<file path="src/rtl/tfs_cfg.svh">
// register map, reset values and timing counts of the tof sensor core
`ifndef TFS_CFG_SVH
`define TFS_CFG_SVH

`define TFS_REG_READOUT_CFG    8'h3a
`define TFS_REG_ILLUM_SEL      8'h3c
`define TFS_REG_TEMP_HIGH      8'h60
`define TFS_REG_TEMP_LOW       8'h61
`define TFS_REG_COPY_STATUS    8'h7e
`define TFS_REG_CLOCK_ENABLE   8'h80
`define TFS_REG_PLL_FB_DIV     8'h82
`define TFS_REG_MOD_DIV        8'h85
`define TFS_REG_SEQ_DIV        8'h86
`define TFS_REG_REF_DIV        8'h87
`define TFS_REG_VIDEO_DIV      8'h89
`define TFS_REG_PUMP_DIV       8'h8a
`define TFS_REG_DEMOD_DELAY    8'h8b
`define TFS_REG_ILLUM_DRV      8'h90
`define TFS_REG_MODE           8'h92
`define TFS_REG_SHUTTER        8'ha4
`define TFS_REG_DLL_CTRL       8'hae
`define TFS_REG_HOST_VIDEO     8'hcb
`define TFS_REG_VIDEO_POL      8'hcc
`define TFS_REG_TRIM_A         8'hd3
`define TFS_REG_TRIM_B         8'hd5

`define TFS_MODE_FOUR_PHASE    8'h00
`define TFS_MODE_SINGLE_PHASE  8'h04
`define TFS_MODE_GRAYSCALE     8'hc4
`define TFS_CLKEN_EXT_MOD_BIT  6
`define TFS_ILLUM_PREHEAT_BIT  3
`define TFS_DLL_ENABLE_BIT     2
`define TFS_TRIM_A_TEMP_MASK   8'h60
`define TFS_COPY_DONE_BIT      0

`define TFS_CLK_PERIOD_NS      10
`define TFS_HW_LAG_NS          3000
`define TFS_HW_LAG_CYCLES      ((`TFS_HW_LAG_NS + `TFS_CLK_PERIOD_NS - 1) / `TFS_CLK_PERIOD_NS)
`define TFS_COPY_CYCLES        16
`define TFS_INTEG_CYCLES       400
`define TFS_READOUT_CYCLES     800

`endif

</file>
<file path="src/rtl/tfs_pkg.sv">
// types shared by the tof sensor core
package tfs_pkg;

  typedef enum logic [1:0] {
    TFS_F_IDLE  = 2'h0,
    TFS_F_LAG   = 2'h1,
    TFS_F_INTEG = 2'h3,
    TFS_F_READ  = 2'h2
  } tfs_frame_e;

  typedef enum logic [2:0] {
    TFS_I_IDLE = 3'h0,
    TFS_I_ADDR = 3'h1,
    TFS_I_PTR  = 3'h3,
    TFS_I_WR   = 3'h2,
    TFS_I_RD   = 3'h6
  } tfs_i2c_e;

  typedef struct packed {
    logic [7:0] clock_enable;
    logic       ext_mod_sel;
    logic [7:0] pll_feedback;
    logic [7:0] mod_div;
    logic [7:0] video_div;
    logic       preheat;
    logic       dll_enable;
  } tfs_clk_s;

  typedef struct packed {
    logic [7:0] mode;
    logic [7:0] demod_delay;
    logic [1:0] phase_index;
    logic       single_phase;
    logic       grayscale;
    logic       reduced_gain;
  } tfs_frame_s;

endpackage : tfs_pkg

</file>
<file path="src/rtl/tfs_sync2.sv">
// two flip-flop synchroniser for pin inputs
`timescale 1ns/1ps

module tfs_sync2 #(
  parameter int W = 1
) (
  input  wire logic         i_ref_clk,
  input  wire logic         i_reset,
  input  wire logic [W-1:0] i_async,
  input  wire logic [W-1:0] i_reset_val,
  output logic      [W-1:0] o_sync
);

  logic [W-1:0] stage1;

  // reset value is a constant at the instance, so no port leaks into reset
  always_ff @(posedge i_ref_clk) begin
    if (i_reset) begin
      stage1 <= i_reset_val;
      o_sync <= i_reset_val;
    end else begin
      stage1 <= i_async;
      o_sync <= stage1;
    end
  end

endmodule : tfs_sync2

</file>
<file path="src/rtl/tfs_regmem.sv">
// 256 x 8 configuration store with registered read data
`timescale 1ns/1ps

module tfs_regmem #(
  parameter int AW = 8,
  parameter int DW = 8
) (
  input  wire logic          i_ref_clk,
  input  wire logic          i_reset,
  input  wire logic          i_we,
  input  wire logic [AW-1:0] i_waddr,
  input  wire logic [DW-1:0] i_wdata,
  input  wire logic [AW-1:0] i_raddr,
  output logic      [DW-1:0] o_rdata
);

  logic [DW-1:0] mem [0:(1<<AW)-1];

  always_ff @(posedge i_ref_clk) begin
    if (i_we) begin
      mem[i_waddr] <= i_wdata;
    end
  end

  always_ff @(posedge i_ref_clk) begin
    if (i_reset) begin
      o_rdata <= '0;
    end else begin
      o_rdata <= mem[i_raddr];
    end
  end

endmodule : tfs_regmem

</file>
<file path="src/rtl/tfs_core.sv">
// tof sensor register port, start-up copy, clock config and frame sequencing
`timescale 1ns/1ps
`include "tfs_cfg.svh"

// Behaviour
// - temperature grayscale frame has reduced gain
// - copy-done flag set after reset copy
// - pll feedback, modulation and video divider registers drive clock configuration
// - clock enable bit selects external modulation
// - default four-phase; shutter starts frame
// - mode selects single-phase or grayscale
// - demodulation delay selects phase index
// - register or pin shutter, pin lag
// - mode, delay and trim changes apply from next frame; clock config applies at once
module tfs_core #(
  parameter logic [6:0] DEV_ADDR      = 7'h22,
  parameter logic [7:0] TRIM_A_DEF    = 8'h00,
  parameter logic [7:0] TRIM_B_DEF    = 8'h00,
  parameter int         INTEG_CYCLES  = `TFS_INTEG_CYCLES,
  parameter int         READ_CYCLES   = `TFS_READOUT_CYCLES
) (
  input  wire logic              i_ref_clk,
  input  wire logic              i_reset,
  input  wire logic              i_scl,
  input  wire logic              i_sda,
  output logic                   o_sda_out,
  output logic                   o_sda_oe,
  input  wire logic              i_shutter,
  input  wire logic [15:0]       i_temp_raw,
  output logic                   o_copy_done,
  output logic                   o_integrating,
  output logic                   o_reading,
  output logic                   o_frame_sync,
  output tfs_pkg::tfs_clk_s      o_clk_cfg,
  output tfs_pkg::tfs_frame_s    o_frame_cfg
);

  localparam int LAG_CYCLES = `TFS_HW_LAG_CYCLES;

  function automatic logic [7:0] inc8(input logic [7:0] v);
    inc8 = v + 8'h01;
  endfunction : inc8

  ////////////////////////////////////////////////////////////////////////////
  // pin synchronisers
  logic [2:0] pins_sync;
  logic       scl;
  logic       sda;
  logic       shut;
  logic       scl_q;
  logic       sda_q;
  logic       shut_q;

  tfs_sync2 #(.W(3)) u_sync (
    .i_ref_clk   (i_ref_clk),
    .i_reset     (i_reset),
    .i_async     ({i_scl, i_sda, i_shutter}),
    .i_reset_val (3'h6),
    .o_sync      (pins_sync)
  );

  assign scl  = pins_sync[2];
  assign sda  = pins_sync[1];
  assign shut = pins_sync[0];

  always_ff @(posedge i_ref_clk) begin
    if (i_reset) begin
      scl_q  <= 1'b1;
      sda_q  <= 1'b1;
      shut_q <= 1'b0;
    end else begin
      scl_q  <= scl;
      sda_q  <= sda;
      shut_q <= shut;
    end
  end

  wire scl_rise = scl & ~scl_q;
  wire scl_fall = ~scl & scl_q;
  wire i2c_start = scl & scl_q & sda_q & ~sda;
  wire i2c_stop  = scl & scl_q & ~sda_q & sda;
  wire hw_shut   = shut & ~shut_q;

  ////////////////////////////////////////////////////////////////////////////
  // start-up copy of factory trims
  logic [4:0] copy_cnt;
  logic       copy_done;
  wire        copy_we    = ~copy_done && (copy_cnt == 5'h01 || copy_cnt == 5'h02);
  wire [7:0]  copy_addr  = (copy_cnt == 5'h01) ? `TFS_REG_TRIM_A : `TFS_REG_TRIM_B;
  wire [7:0]  copy_data  = (copy_cnt == 5'h01) ? TRIM_A_DEF : TRIM_B_DEF;

  // flag rises once trims are back
  always_ff @(posedge i_ref_clk) begin
    if (i_reset) begin
      copy_cnt  <= 5'h00;
      copy_done <= 1'b0;
    end else if (!copy_done) begin
      copy_cnt  <= copy_cnt + 5'h01;
      copy_done <= (copy_cnt == 5'(`TFS_COPY_CYCLES - 1));
    end
  end

  ////////////////////////////////////////////////////////////////////////////
  // i2c slave: address, pointer, auto-incrementing data
  tfs_pkg::tfs_i2c_e i2c_st;
  logic [7:0] shreg;
  logic [7:0] txreg;
  logic [3:0] bitcnt;
  logic       ack_phase;
  logic [7:0] ptr;
  logic [7:0] mem_rdata;
  logic       i2c_we;

  wire byte_end  = scl_fall && !ack_phase && bitcnt == 4'h8;
  wire addr_hit  = shreg[7:1] == DEV_ADDR;
  // writes during the copy are refused so the trims cannot be clobbered
  wire wr_accept = (i2c_st == tfs_pkg::TFS_I_WR) && byte_end && copy_done;
  assign i2c_we  = wr_accept;

  logic [7:0] temp_high;
  logic [7:0] temp_low;
  wire [7:0]  rd_byte = (ptr == `TFS_REG_TEMP_HIGH)   ? temp_high :
                        (ptr == `TFS_REG_TEMP_LOW)    ? temp_low  :
                        (ptr == `TFS_REG_COPY_STATUS) ? {7'h00, copy_done} :
                        mem_rdata;

  always_ff @(posedge i_ref_clk) begin
    if (i_reset || i2c_start || i2c_stop) begin
      i2c_st    <= (i2c_start && !i_reset) ? tfs_pkg::TFS_I_ADDR : tfs_pkg::TFS_I_IDLE;
      bitcnt    <= 4'h0;
      ack_phase <= 1'b0;
      o_sda_oe  <= 1'b0;
    end else if (i2c_st != tfs_pkg::TFS_I_IDLE) begin
      if (scl_rise && !ack_phase) begin
        shreg  <= {shreg[6:0], sda};
        bitcnt <= bitcnt + 4'h1;
      end
      // master nack ends a read
      if (scl_rise && ack_phase && i2c_st == tfs_pkg::TFS_I_RD && sda) begin
        i2c_st <= tfs_pkg::TFS_I_IDLE;
      end
      if (scl_fall && ack_phase) begin
        ack_phase <= 1'b0;
        bitcnt    <= 4'h0;
        o_sda_oe  <= (i2c_st == tfs_pkg::TFS_I_RD) ? ~rd_byte[7] : 1'b0;
        txreg     <= rd_byte;
      end else if (byte_end) begin
        ack_phase <= 1'b1;
        unique case (i2c_st)
          tfs_pkg::TFS_I_ADDR: begin
            o_sda_oe <= addr_hit;
            i2c_st   <= !addr_hit ? tfs_pkg::TFS_I_IDLE :
                        shreg[0] ? tfs_pkg::TFS_I_RD : tfs_pkg::TFS_I_PTR;
          end
          tfs_pkg::TFS_I_PTR: begin
            o_sda_oe <= 1'b1;
            ptr      <= shreg;
            i2c_st   <= tfs_pkg::TFS_I_WR;
          end
          tfs_pkg::TFS_I_WR: begin
            o_sda_oe <= copy_done;
            if (copy_done) begin
              ptr <= inc8(ptr);
            end
          end
          tfs_pkg::TFS_I_RD: begin
            o_sda_oe <= 1'b0;
            ptr      <= inc8(ptr);
          end
          default: begin
            o_sda_oe <= 1'b0;
          end
        endcase
      end else if (scl_fall && i2c_st == tfs_pkg::TFS_I_RD && bitcnt != 4'h0) begin
        txreg    <= {txreg[6:0], 1'b0};
        o_sda_oe <= ~txreg[6];
      end
    end
  end

  assign o_sda_out = 1'b0;

  tfs_regmem #(.AW(8), .DW(8)) u_regs (
    .i_ref_clk (i_ref_clk),
    .i_reset   (i_reset),
    .i_we      (i2c_we | copy_we),
    .i_waddr   (copy_we ? copy_addr : ptr),
    .i_wdata   (copy_we ? copy_data : shreg),
    .i_raddr   (ptr),
    .o_rdata   (mem_rdata)
  );

  ////////////////////////////////////////////////////////////////////////////
  // shadow copies of the registers that steer the core
  logic [7:0] sh_mode;
  logic [7:0] sh_delay;
  logic [7:0] sh_trim_a;
  wire  [7:0] wr_addr = copy_we ? copy_addr : ptr;
  wire  [7:0] wr_data = copy_we ? copy_data : shreg;
  wire        wr_any  = i2c_we | copy_we;
  wire        sw_shut = i2c_we && ptr == `TFS_REG_SHUTTER;

  always_ff @(posedge i_ref_clk) begin
    if (i_reset) begin
      sh_mode   <= `TFS_MODE_FOUR_PHASE;
      sh_delay  <= 8'h00;
      sh_trim_a <= 8'h00;
      o_clk_cfg <= '0;
    end else if (wr_any) begin
      // pll feedback, modulation and video divider values go straight to the clock tree
      unique case (wr_addr)
        `TFS_REG_MODE:         sh_mode   <= wr_data;
        `TFS_REG_DEMOD_DELAY:  sh_delay  <= wr_data;
        `TFS_REG_TRIM_A:       sh_trim_a <= wr_data;
        `TFS_REG_PLL_FB_DIV:   o_clk_cfg.pll_feedback <= wr_data;
        `TFS_REG_MOD_DIV:      o_clk_cfg.mod_div      <= wr_data;
        `TFS_REG_VIDEO_DIV:    o_clk_cfg.video_div    <= wr_data;
        `TFS_REG_ILLUM_DRV:    o_clk_cfg.preheat      <= wr_data[`TFS_ILLUM_PREHEAT_BIT];
        `TFS_REG_DLL_CTRL:     o_clk_cfg.dll_enable   <= wr_data[`TFS_DLL_ENABLE_BIT];
        // bit 6 routes the external modulation input
        `TFS_REG_CLOCK_ENABLE: begin
          o_clk_cfg.clock_enable <= wr_data;
          o_clk_cfg.ext_mod_sel  <= wr_data[`TFS_CLKEN_EXT_MOD_BIT];
        end
        default: ;
      endcase
    end
  end

  ////////////////////////////////////////////////////////////////////////////
  // frame sequencer
  tfs_pkg::tfs_frame_e frame_st;
  logic [15:0] fcnt;
  wire         idle    = frame_st == tfs_pkg::TFS_F_IDLE;
  wire         cnt_end = fcnt == 16'h0000;

  // shadows are sampled only when a frame begins
  always_ff @(posedge i_ref_clk) begin
    if (i_reset) begin
      o_frame_cfg <= '0;
    end else if (idle && (sw_shut || hw_shut)) begin
      o_frame_cfg.mode         <= sh_mode;
      o_frame_cfg.demod_delay  <= sh_delay;
      o_frame_cfg.phase_index  <= sh_delay[2:1];
      // mode code picks the acquisition kind
      o_frame_cfg.single_phase <= sh_mode == `TFS_MODE_SINGLE_PHASE;
      o_frame_cfg.grayscale    <= sh_mode == `TFS_MODE_GRAYSCALE;
      // temperature trims cut gain by 2.5
      o_frame_cfg.reduced_gain <= sh_mode == `TFS_MODE_GRAYSCALE &&
                                  (sh_trim_a & `TFS_TRIM_A_TEMP_MASK) == `TFS_TRIM_A_TEMP_MASK;
    end
  end

  // pin shutter waits the lag, register shutter starts at once
  always_ff @(posedge i_ref_clk) begin
    if (i_reset) begin
      frame_st     <= tfs_pkg::TFS_F_IDLE;
      fcnt         <= 16'h0000;
      o_frame_sync <= 1'b0;
    end else begin
      unique case (frame_st)
        tfs_pkg::TFS_F_IDLE: begin
          if (sw_shut) begin
            frame_st     <= tfs_pkg::TFS_F_INTEG;
            fcnt         <= 16'(INTEG_CYCLES - 1);
            o_frame_sync <= 1'b0;
          end else if (hw_shut) begin
            frame_st     <= tfs_pkg::TFS_F_LAG;
            fcnt         <= 16'(LAG_CYCLES - 1);
            o_frame_sync <= 1'b0;
          end
        end
        tfs_pkg::TFS_F_LAG: begin
          fcnt <= cnt_end ? 16'(INTEG_CYCLES - 1) : fcnt - 16'h0001;
          if (cnt_end) begin
            frame_st <= tfs_pkg::TFS_F_INTEG;
          end
        end
        tfs_pkg::TFS_F_INTEG: begin
          fcnt <= cnt_end ? 16'(READ_CYCLES - 1) : fcnt - 16'h0001;
          if (cnt_end) begin
            frame_st <= tfs_pkg::TFS_F_READ;
          end
        end
        tfs_pkg::TFS_F_READ: begin
          fcnt <= fcnt - 16'h0001;
          if (cnt_end) begin
            frame_st     <= tfs_pkg::TFS_F_IDLE;
            o_frame_sync <= 1'b1;
          end
        end
      endcase
    end
  end

  // temperature bytes land together with the end of a reduced-gain grayscale transfer
  always_ff @(posedge i_ref_clk) begin
    if (i_reset) begin
      temp_high <= 8'h00;
      temp_low  <= 8'h00;
    end else if (frame_st == tfs_pkg::TFS_F_READ && cnt_end && o_frame_cfg.reduced_gain) begin
      temp_high <= i_temp_raw[15:8];
      temp_low  <= i_temp_raw[7:0];
    end
  end

  assign o_copy_done   = copy_done;
  assign o_integrating = frame_st == tfs_pkg::TFS_F_INTEG;
  assign o_reading     = frame_st == tfs_pkg::TFS_F_READ;

  ////////////////////////////////////////////////////////////////////////////
  // checks
  a_copy_flag_time: assert property (@(posedge i_ref_clk) disable iff (i_reset)
    $rose(copy_done) |-> copy_cnt == 5'(`TFS_COPY_CYCLES))
    else $error("copy flag rose at wrong time");
  a_hw_lag_len: assert property (@(posedge i_ref_clk) disable iff (i_reset)
    (idle && hw_shut && !sw_shut) |=> frame_st == tfs_pkg::TFS_F_LAG [*8])
    else $error("hw shutter lag too short");
  a_sw_shut_start: assert property (@(posedge i_ref_clk) disable iff (i_reset)
    (idle && sw_shut) |=> o_integrating)
    else $error("sw shutter did not start integration");
  a_cfg_hold_frame: assert property (@(posedge i_ref_clk) disable iff (i_reset)
    (!idle && !$past(idle)) |-> $stable(o_frame_cfg))
    else $error("frame config changed mid frame");
  a_mode_gray_dec: assert property (@(posedge i_ref_clk) disable iff (i_reset)
    (idle && sw_shut && sh_mode == `TFS_MODE_GRAYSCALE) |=> o_frame_cfg.grayscale
    && !o_frame_cfg.single_phase)
    else $error("grayscale mode not decoded");
  a_phase_index_map: assert property (@(posedge i_ref_clk) disable iff (i_reset)
    (idle && (sw_shut || hw_shut) && sh_delay == 8'h06) |=> o_frame_cfg.phase_index == 2'h3)
    else $error("phase index mismatch");
  a_ext_mod_sel: assert property (@(posedge i_ref_clk) disable iff (i_reset)
    o_clk_cfg.ext_mod_sel == o_clk_cfg.clock_enable[`TFS_CLKEN_EXT_MOD_BIT])
    else $error("external modulation select wrong");
  a_mod_div_write: assert property (@(posedge i_ref_clk) disable iff (i_reset)
    (i2c_we && ptr == `TFS_REG_MOD_DIV) |=> o_clk_cfg.mod_div == $past(shreg))
    else $error("modulation divider not taken");
  a_reduced_gain: assert property (@(posedge i_ref_clk) disable iff (i_reset)
    o_frame_cfg.reduced_gain |-> o_frame_cfg.grayscale)
    else $error("reduced gain outside grayscale");
  a_sync_frame_end: assert property (@(posedge i_ref_clk) disable iff (i_reset)
    $rose(o_frame_sync) |-> $past(o_reading) && idle)
    else $error("frame sync without readout");
  c_hw_frame: cover property (@(posedge i_ref_clk) disable iff (i_reset)
    frame_st == tfs_pkg::TFS_F_LAG ##1 frame_st == tfs_pkg::TFS_F_LAG);
  c_temp_frame: cover property (@(posedge i_ref_clk) disable iff (i_reset)
    o_frame_cfg.reduced_gain && $rose(o_frame_sync));
  c_i2c_read: cover property (@(posedge i_ref_clk) disable iff (i_reset)
    i2c_st == tfs_pkg::TFS_I_RD && byte_end);

endmodule : tfs_core

</file>
<file path="config.mk">
export PLATFORM = sky130hd
export DESIGN_NAME = tfs_core
export DESIGN_NICKNAME = d
export VERILOG_FILES = /design/src/rtl/tfs_pkg.sv /design/src/rtl/tfs_sync2.sv /design/src/rtl/tfs_regmem.sv /design/src/rtl/tfs_core.sv
export VERILOG_INCLUDE_DIRS = /design/src /design/src/rtl
export SDC_FILE = /design/constraint.sdc
export NUM_CORES = 2
export LEC_CHECK = 0
export ABC_AREA = 1
export BUFFER_PORTS_ARGS = -buffer_cell sky130_fd_sc_hd__buf_4
export CELL_PAD_IN_SITES_DETAIL_PLACEMENT = 0
export CELL_PAD_IN_SITES_GLOBAL_PLACEMENT = 1
export CORE_UTILIZATION = 44
export CTS_BUF_LIST = sky130_fd_sc_hd__clkbuf_8 sky130_fd_sc_hd__clkbuf_16
export DETAILED_ROUTE_END_ITERATION = 16
export HOLD_SLACK_MARGIN = 0.08
export PLACE_DENSITY_LB_ADDON = 0.25
export SKIP_LAST_GASP = 1
export SYNTH_ARGS = -nofsm -noshare
export SYNTH_HDL_FRONTEND = slang
export SYNTH_SLANG_ARGS = --single-unit
</file>
<file path="constraint.sdc">
create_clock -name i_ref_clk -period 4.4 [get_ports i_ref_clk]
set_input_delay 1.32 -clock i_ref_clk [delete_from_list [all_inputs] [get_ports i_ref_clk]]
set_output_delay 1.32 -clock i_ref_clk [all_outputs]
set_load 0.01 [all_outputs]
</file>
==> results.yml <==
route:
  wl_per_cell_um: 22.14
  drtIter0Drc: 6385
  wl_mm: 264.8
  antenna_left: 0
  drt-pass1-iter-count: 6
  num_vias: 62960
  drc_errors: 0
  vias_per_cell: 5.264
layout:
  regArea_mm2: 0.06498
  multiInputGateArea_mm2: 0.02275
  nFillCells: 18810
  fin_cells: 11960
  syn2layout_area_growth_pct: 12.49
  fin_nets: 8999
  layout-drive-gt1-share: 0.07855
  final_core_util: 0.4987
cts:
  cts_max_level: 4
  clockBufferDepth: 3
  tritoncts: "done"
  cts_hold_buffers: 0
  cts_inserted_buffers: 228
  postCtsSetupRepairBufs: 0
  cts-resized-gates: 0
  clkLatencyLatePin_ns: 0.87
  clk_pin_slew_ns: 0.06
  cts_sinks: 2209
  clockRootBuffer: "clkbuf_16"
floorplanning:
  start_util: 0.4433
  coreArea_mm2: 0.2100
  io_pins: 83
  die_x_um: 462.0
  placementRows: 168
  dieArea_mm2: 0.2134
  fp.dieH_um: 462.0
status:
  status: "completed"
logic_synthesis:
  synth.top_cell.area_share: 0.6690
  ys_seq_elements: 2209
  synth_edf_count: 2074
  ys_seq_area_frac: 0.6980
  syn_inst: 8877
  yosys.cell_count.top_type: "nand2_1"
  yosys-top-cells-area: "edfxtp_1 67%, nand2_1 11%, nor2_1 4.8%, o21ai_0 3.3%, inv_1 3.0%"
  yosysTopAreaCell: "edfxtp_1"
  async_flop_share: 0
  synthTopCellsByCount: "2673 x nand2_1, 2074 x edfxtp_1, 1200 x nor2_1"
  avgSynthCellArea_um2: 10.49
  synth_cell_type_count: 52
  ys_warn_count: 0
  syn-num-nets: 8910
  synth_area_mm2: 0.09310
  synth_flop_cell: "edfxtp_1"
power:
  power.density_cell_area_mw_per_mm2: 420.3
  ir_drop_mv: 0.4208
  power.leakage_uw: 0.04078
setup_path:
  cp-startpoint: "copy_cnt[1]$_SDFFE_PP0N_"
  critPathLaunchType: "flop"
  cp-end-kind: "flop"
  crit_arrival_ns: 4.03
  worstPathRequired_ns: 4.87
  crit_fanout: 10
  critPathKind: "reg2reg"
  reg2reg_from: "copy_cnt[1]$_SDFFE_PP0N_"
sta:
  relSlewSlack: 0.1788
  drv_slew: 0
  rsz0062_at_grt: "false"
  fin_ws_ns: 0.8366
  fin_tns_setup_ns: 0
  hold_violations: 0
  period_needed_ns: 3.563
  fmax_ghz: 0.2806
  worst_pin_slew_ns: 1.227
  clock-skew-final_ns: 0.03988
  setup_violations: 0
  fin_crit_sh: 0.8099
global_route:
  antenna_found_initial: 2
  grt-ovfl-total: 0
  grt_pass1_wl_mm: 392.7
  grt_pass1_vias: 60220
  grt_max_degree: 198
  grt_use_total: 0.2470
placement:
  place_inst: 11540
  gp_routability_congestion: 0.8883
  numPortBuffers: 81
  post-place-ws_ns: 0.8894
  dpl.hpwl_mm: 153.5
hold_path:
  hold_start: "u_sync.stage1[0]$_SDFF_PP0_"
  hp-class: "reg2reg"
job:
  maxCapViolCount: 0
-- layout by cell type, fill, tap and decap left out, drive strengths merged, types with 2 or more instances in the layout --
cell type	synthesis	routed
xor2	6	6
nor4	6	6
inv	753	801
o211ai	2	2
edfxtp	2074	2074
nor3	36	36
nor3b	2	2
diode	0	2
clkinv	11	109
a31oi	7	7
or2	6	6
bufinv	0	18
ha	12	12
clkbuf	152	237
o21ai	664	664
o22ai	50	50
clkinvlp	0	16
nand2	2682	2682
a211oi	2	2
nand3	532	532
nand3b	4	4
nor2	1211	1211
buf	327	338
a21oi	168	168
dfxtp	135	135
nand4	24	24
-- report_power, final --
group          switching [uW]  total [uW]  internal [uW]
combinational            1440        1860            417
sequential                100       23400          23300
clock                    8060       18700          10700
total                    9600       44000          34400
-- logic make-up (layout without fill, tap and decap cells) --
| logic type | after synthesis | in the layout | synth area share |
|---|---|---|---|
| compound gates | 901 | 901 | 0.04962 |
| xor+xnor | 7 | 7 | 0.0006586 |
| fa+ha+maj | 12 | 12 | 0.001613 |
| buf+inv | 1243 | 1519 | 0.05807 |
| flops | 2209 | 2209 | 0.6980 |
| other cells | 1 | 3 | 0.00004028 |
| simple gates | 4504 | 4504 | 0.1920 |
-- layer usage --
metal	global-route usage	part of all wire
met1	0.3528	0.44
met2	0.3889	0.46
met3	0.03796	0.069
met4	0.07421	0.029
met5	0	0
-- final cells by class --
| class | count | area share |
|---|---|---|
| Clock inverter | 180 | 0.01262 |
| Antenna cell | 2 | 0.00004779 |
| Sequential cell | 2209 | 0.6205 |
| Tap cell | 2805 | 0.03351 |
| Multi-Input combinational cell | 5425 | 0.2173 |
| Clock buffer | 237 | 0.05631 |
| Inverter | 764 | 0.02808 |
| Timing Repair Buffer | 338 | 0.03164 |
-- metrics by stage --
stage | hold WS [ns] | area, um2 | power [uW]
2_1_floorplan | 0.3883 | 93130 | 24940
3_3_place_gp | 0.3962 | 97500 | 25710
3_5_place_dp | 0.3980 | 97500 | 25730
4_1_cts | 0.4123 | 104700 | 44300
5_1_grt | 0.4285 | 104700 | 45240
6_report | 0.4096 | 104700 | 44010
-- worst max-delay path, cell delays in order (launching register included) --
cell     delay [ns]
dfxtp_1        0.42
inv_1          0.07
ha_1           0.22
o21ai_2        0.25
nand2_1        0.16
nor2_4         0.19
inv_2          0.05
nor2_2         0.22
inv_1          0.48
nor2_1         1.10
-- flip-flops by register name (all words and copies together) (netlist names), 2 cells and up --
| signal | count |
|---|---|
| o_clk_cfg | 34 |
| frame_st | 2 |
| ptr | 8 |
| u_sync.stage1 | 3 |
| temp_high | 8 |
| txreg | 7 |
| fcnt | 16 |
| sh_mode | 8 |
| u_sync.o_sync | 3 |
| sh_trim_a | 2 |
| i2c_st | 3 |
| u_regs.mem | 2048 |
| sh_delay | 8 |
| o_frame_cfg | 19 |
| temp_low | 8 |
| u_regs.o_rdata | 8 |
| copy_cnt | 5 |
| bitcnt | 4 |
| shreg | 8 |
-- path summary, 6_finish.rpt --
path / end / slack (ns) / cells past startpoint
hold / removal: u_sync.o_sync[0]$_SDFF_PP0_ / 0.41 / 2
hold reg to reg: u_sync.o_sync[0]$_SDFF_PP0_ / 0.41 / 2
setup / recovery: u_regs.mem[34][2]$_DFFE_PP_ / 0.84 / 9
setup reg to reg: u_regs.mem[34][2]$_DFFE_PP_ / 0.84 / 9
Note: power is estimated with default switching activity, not from simulation.
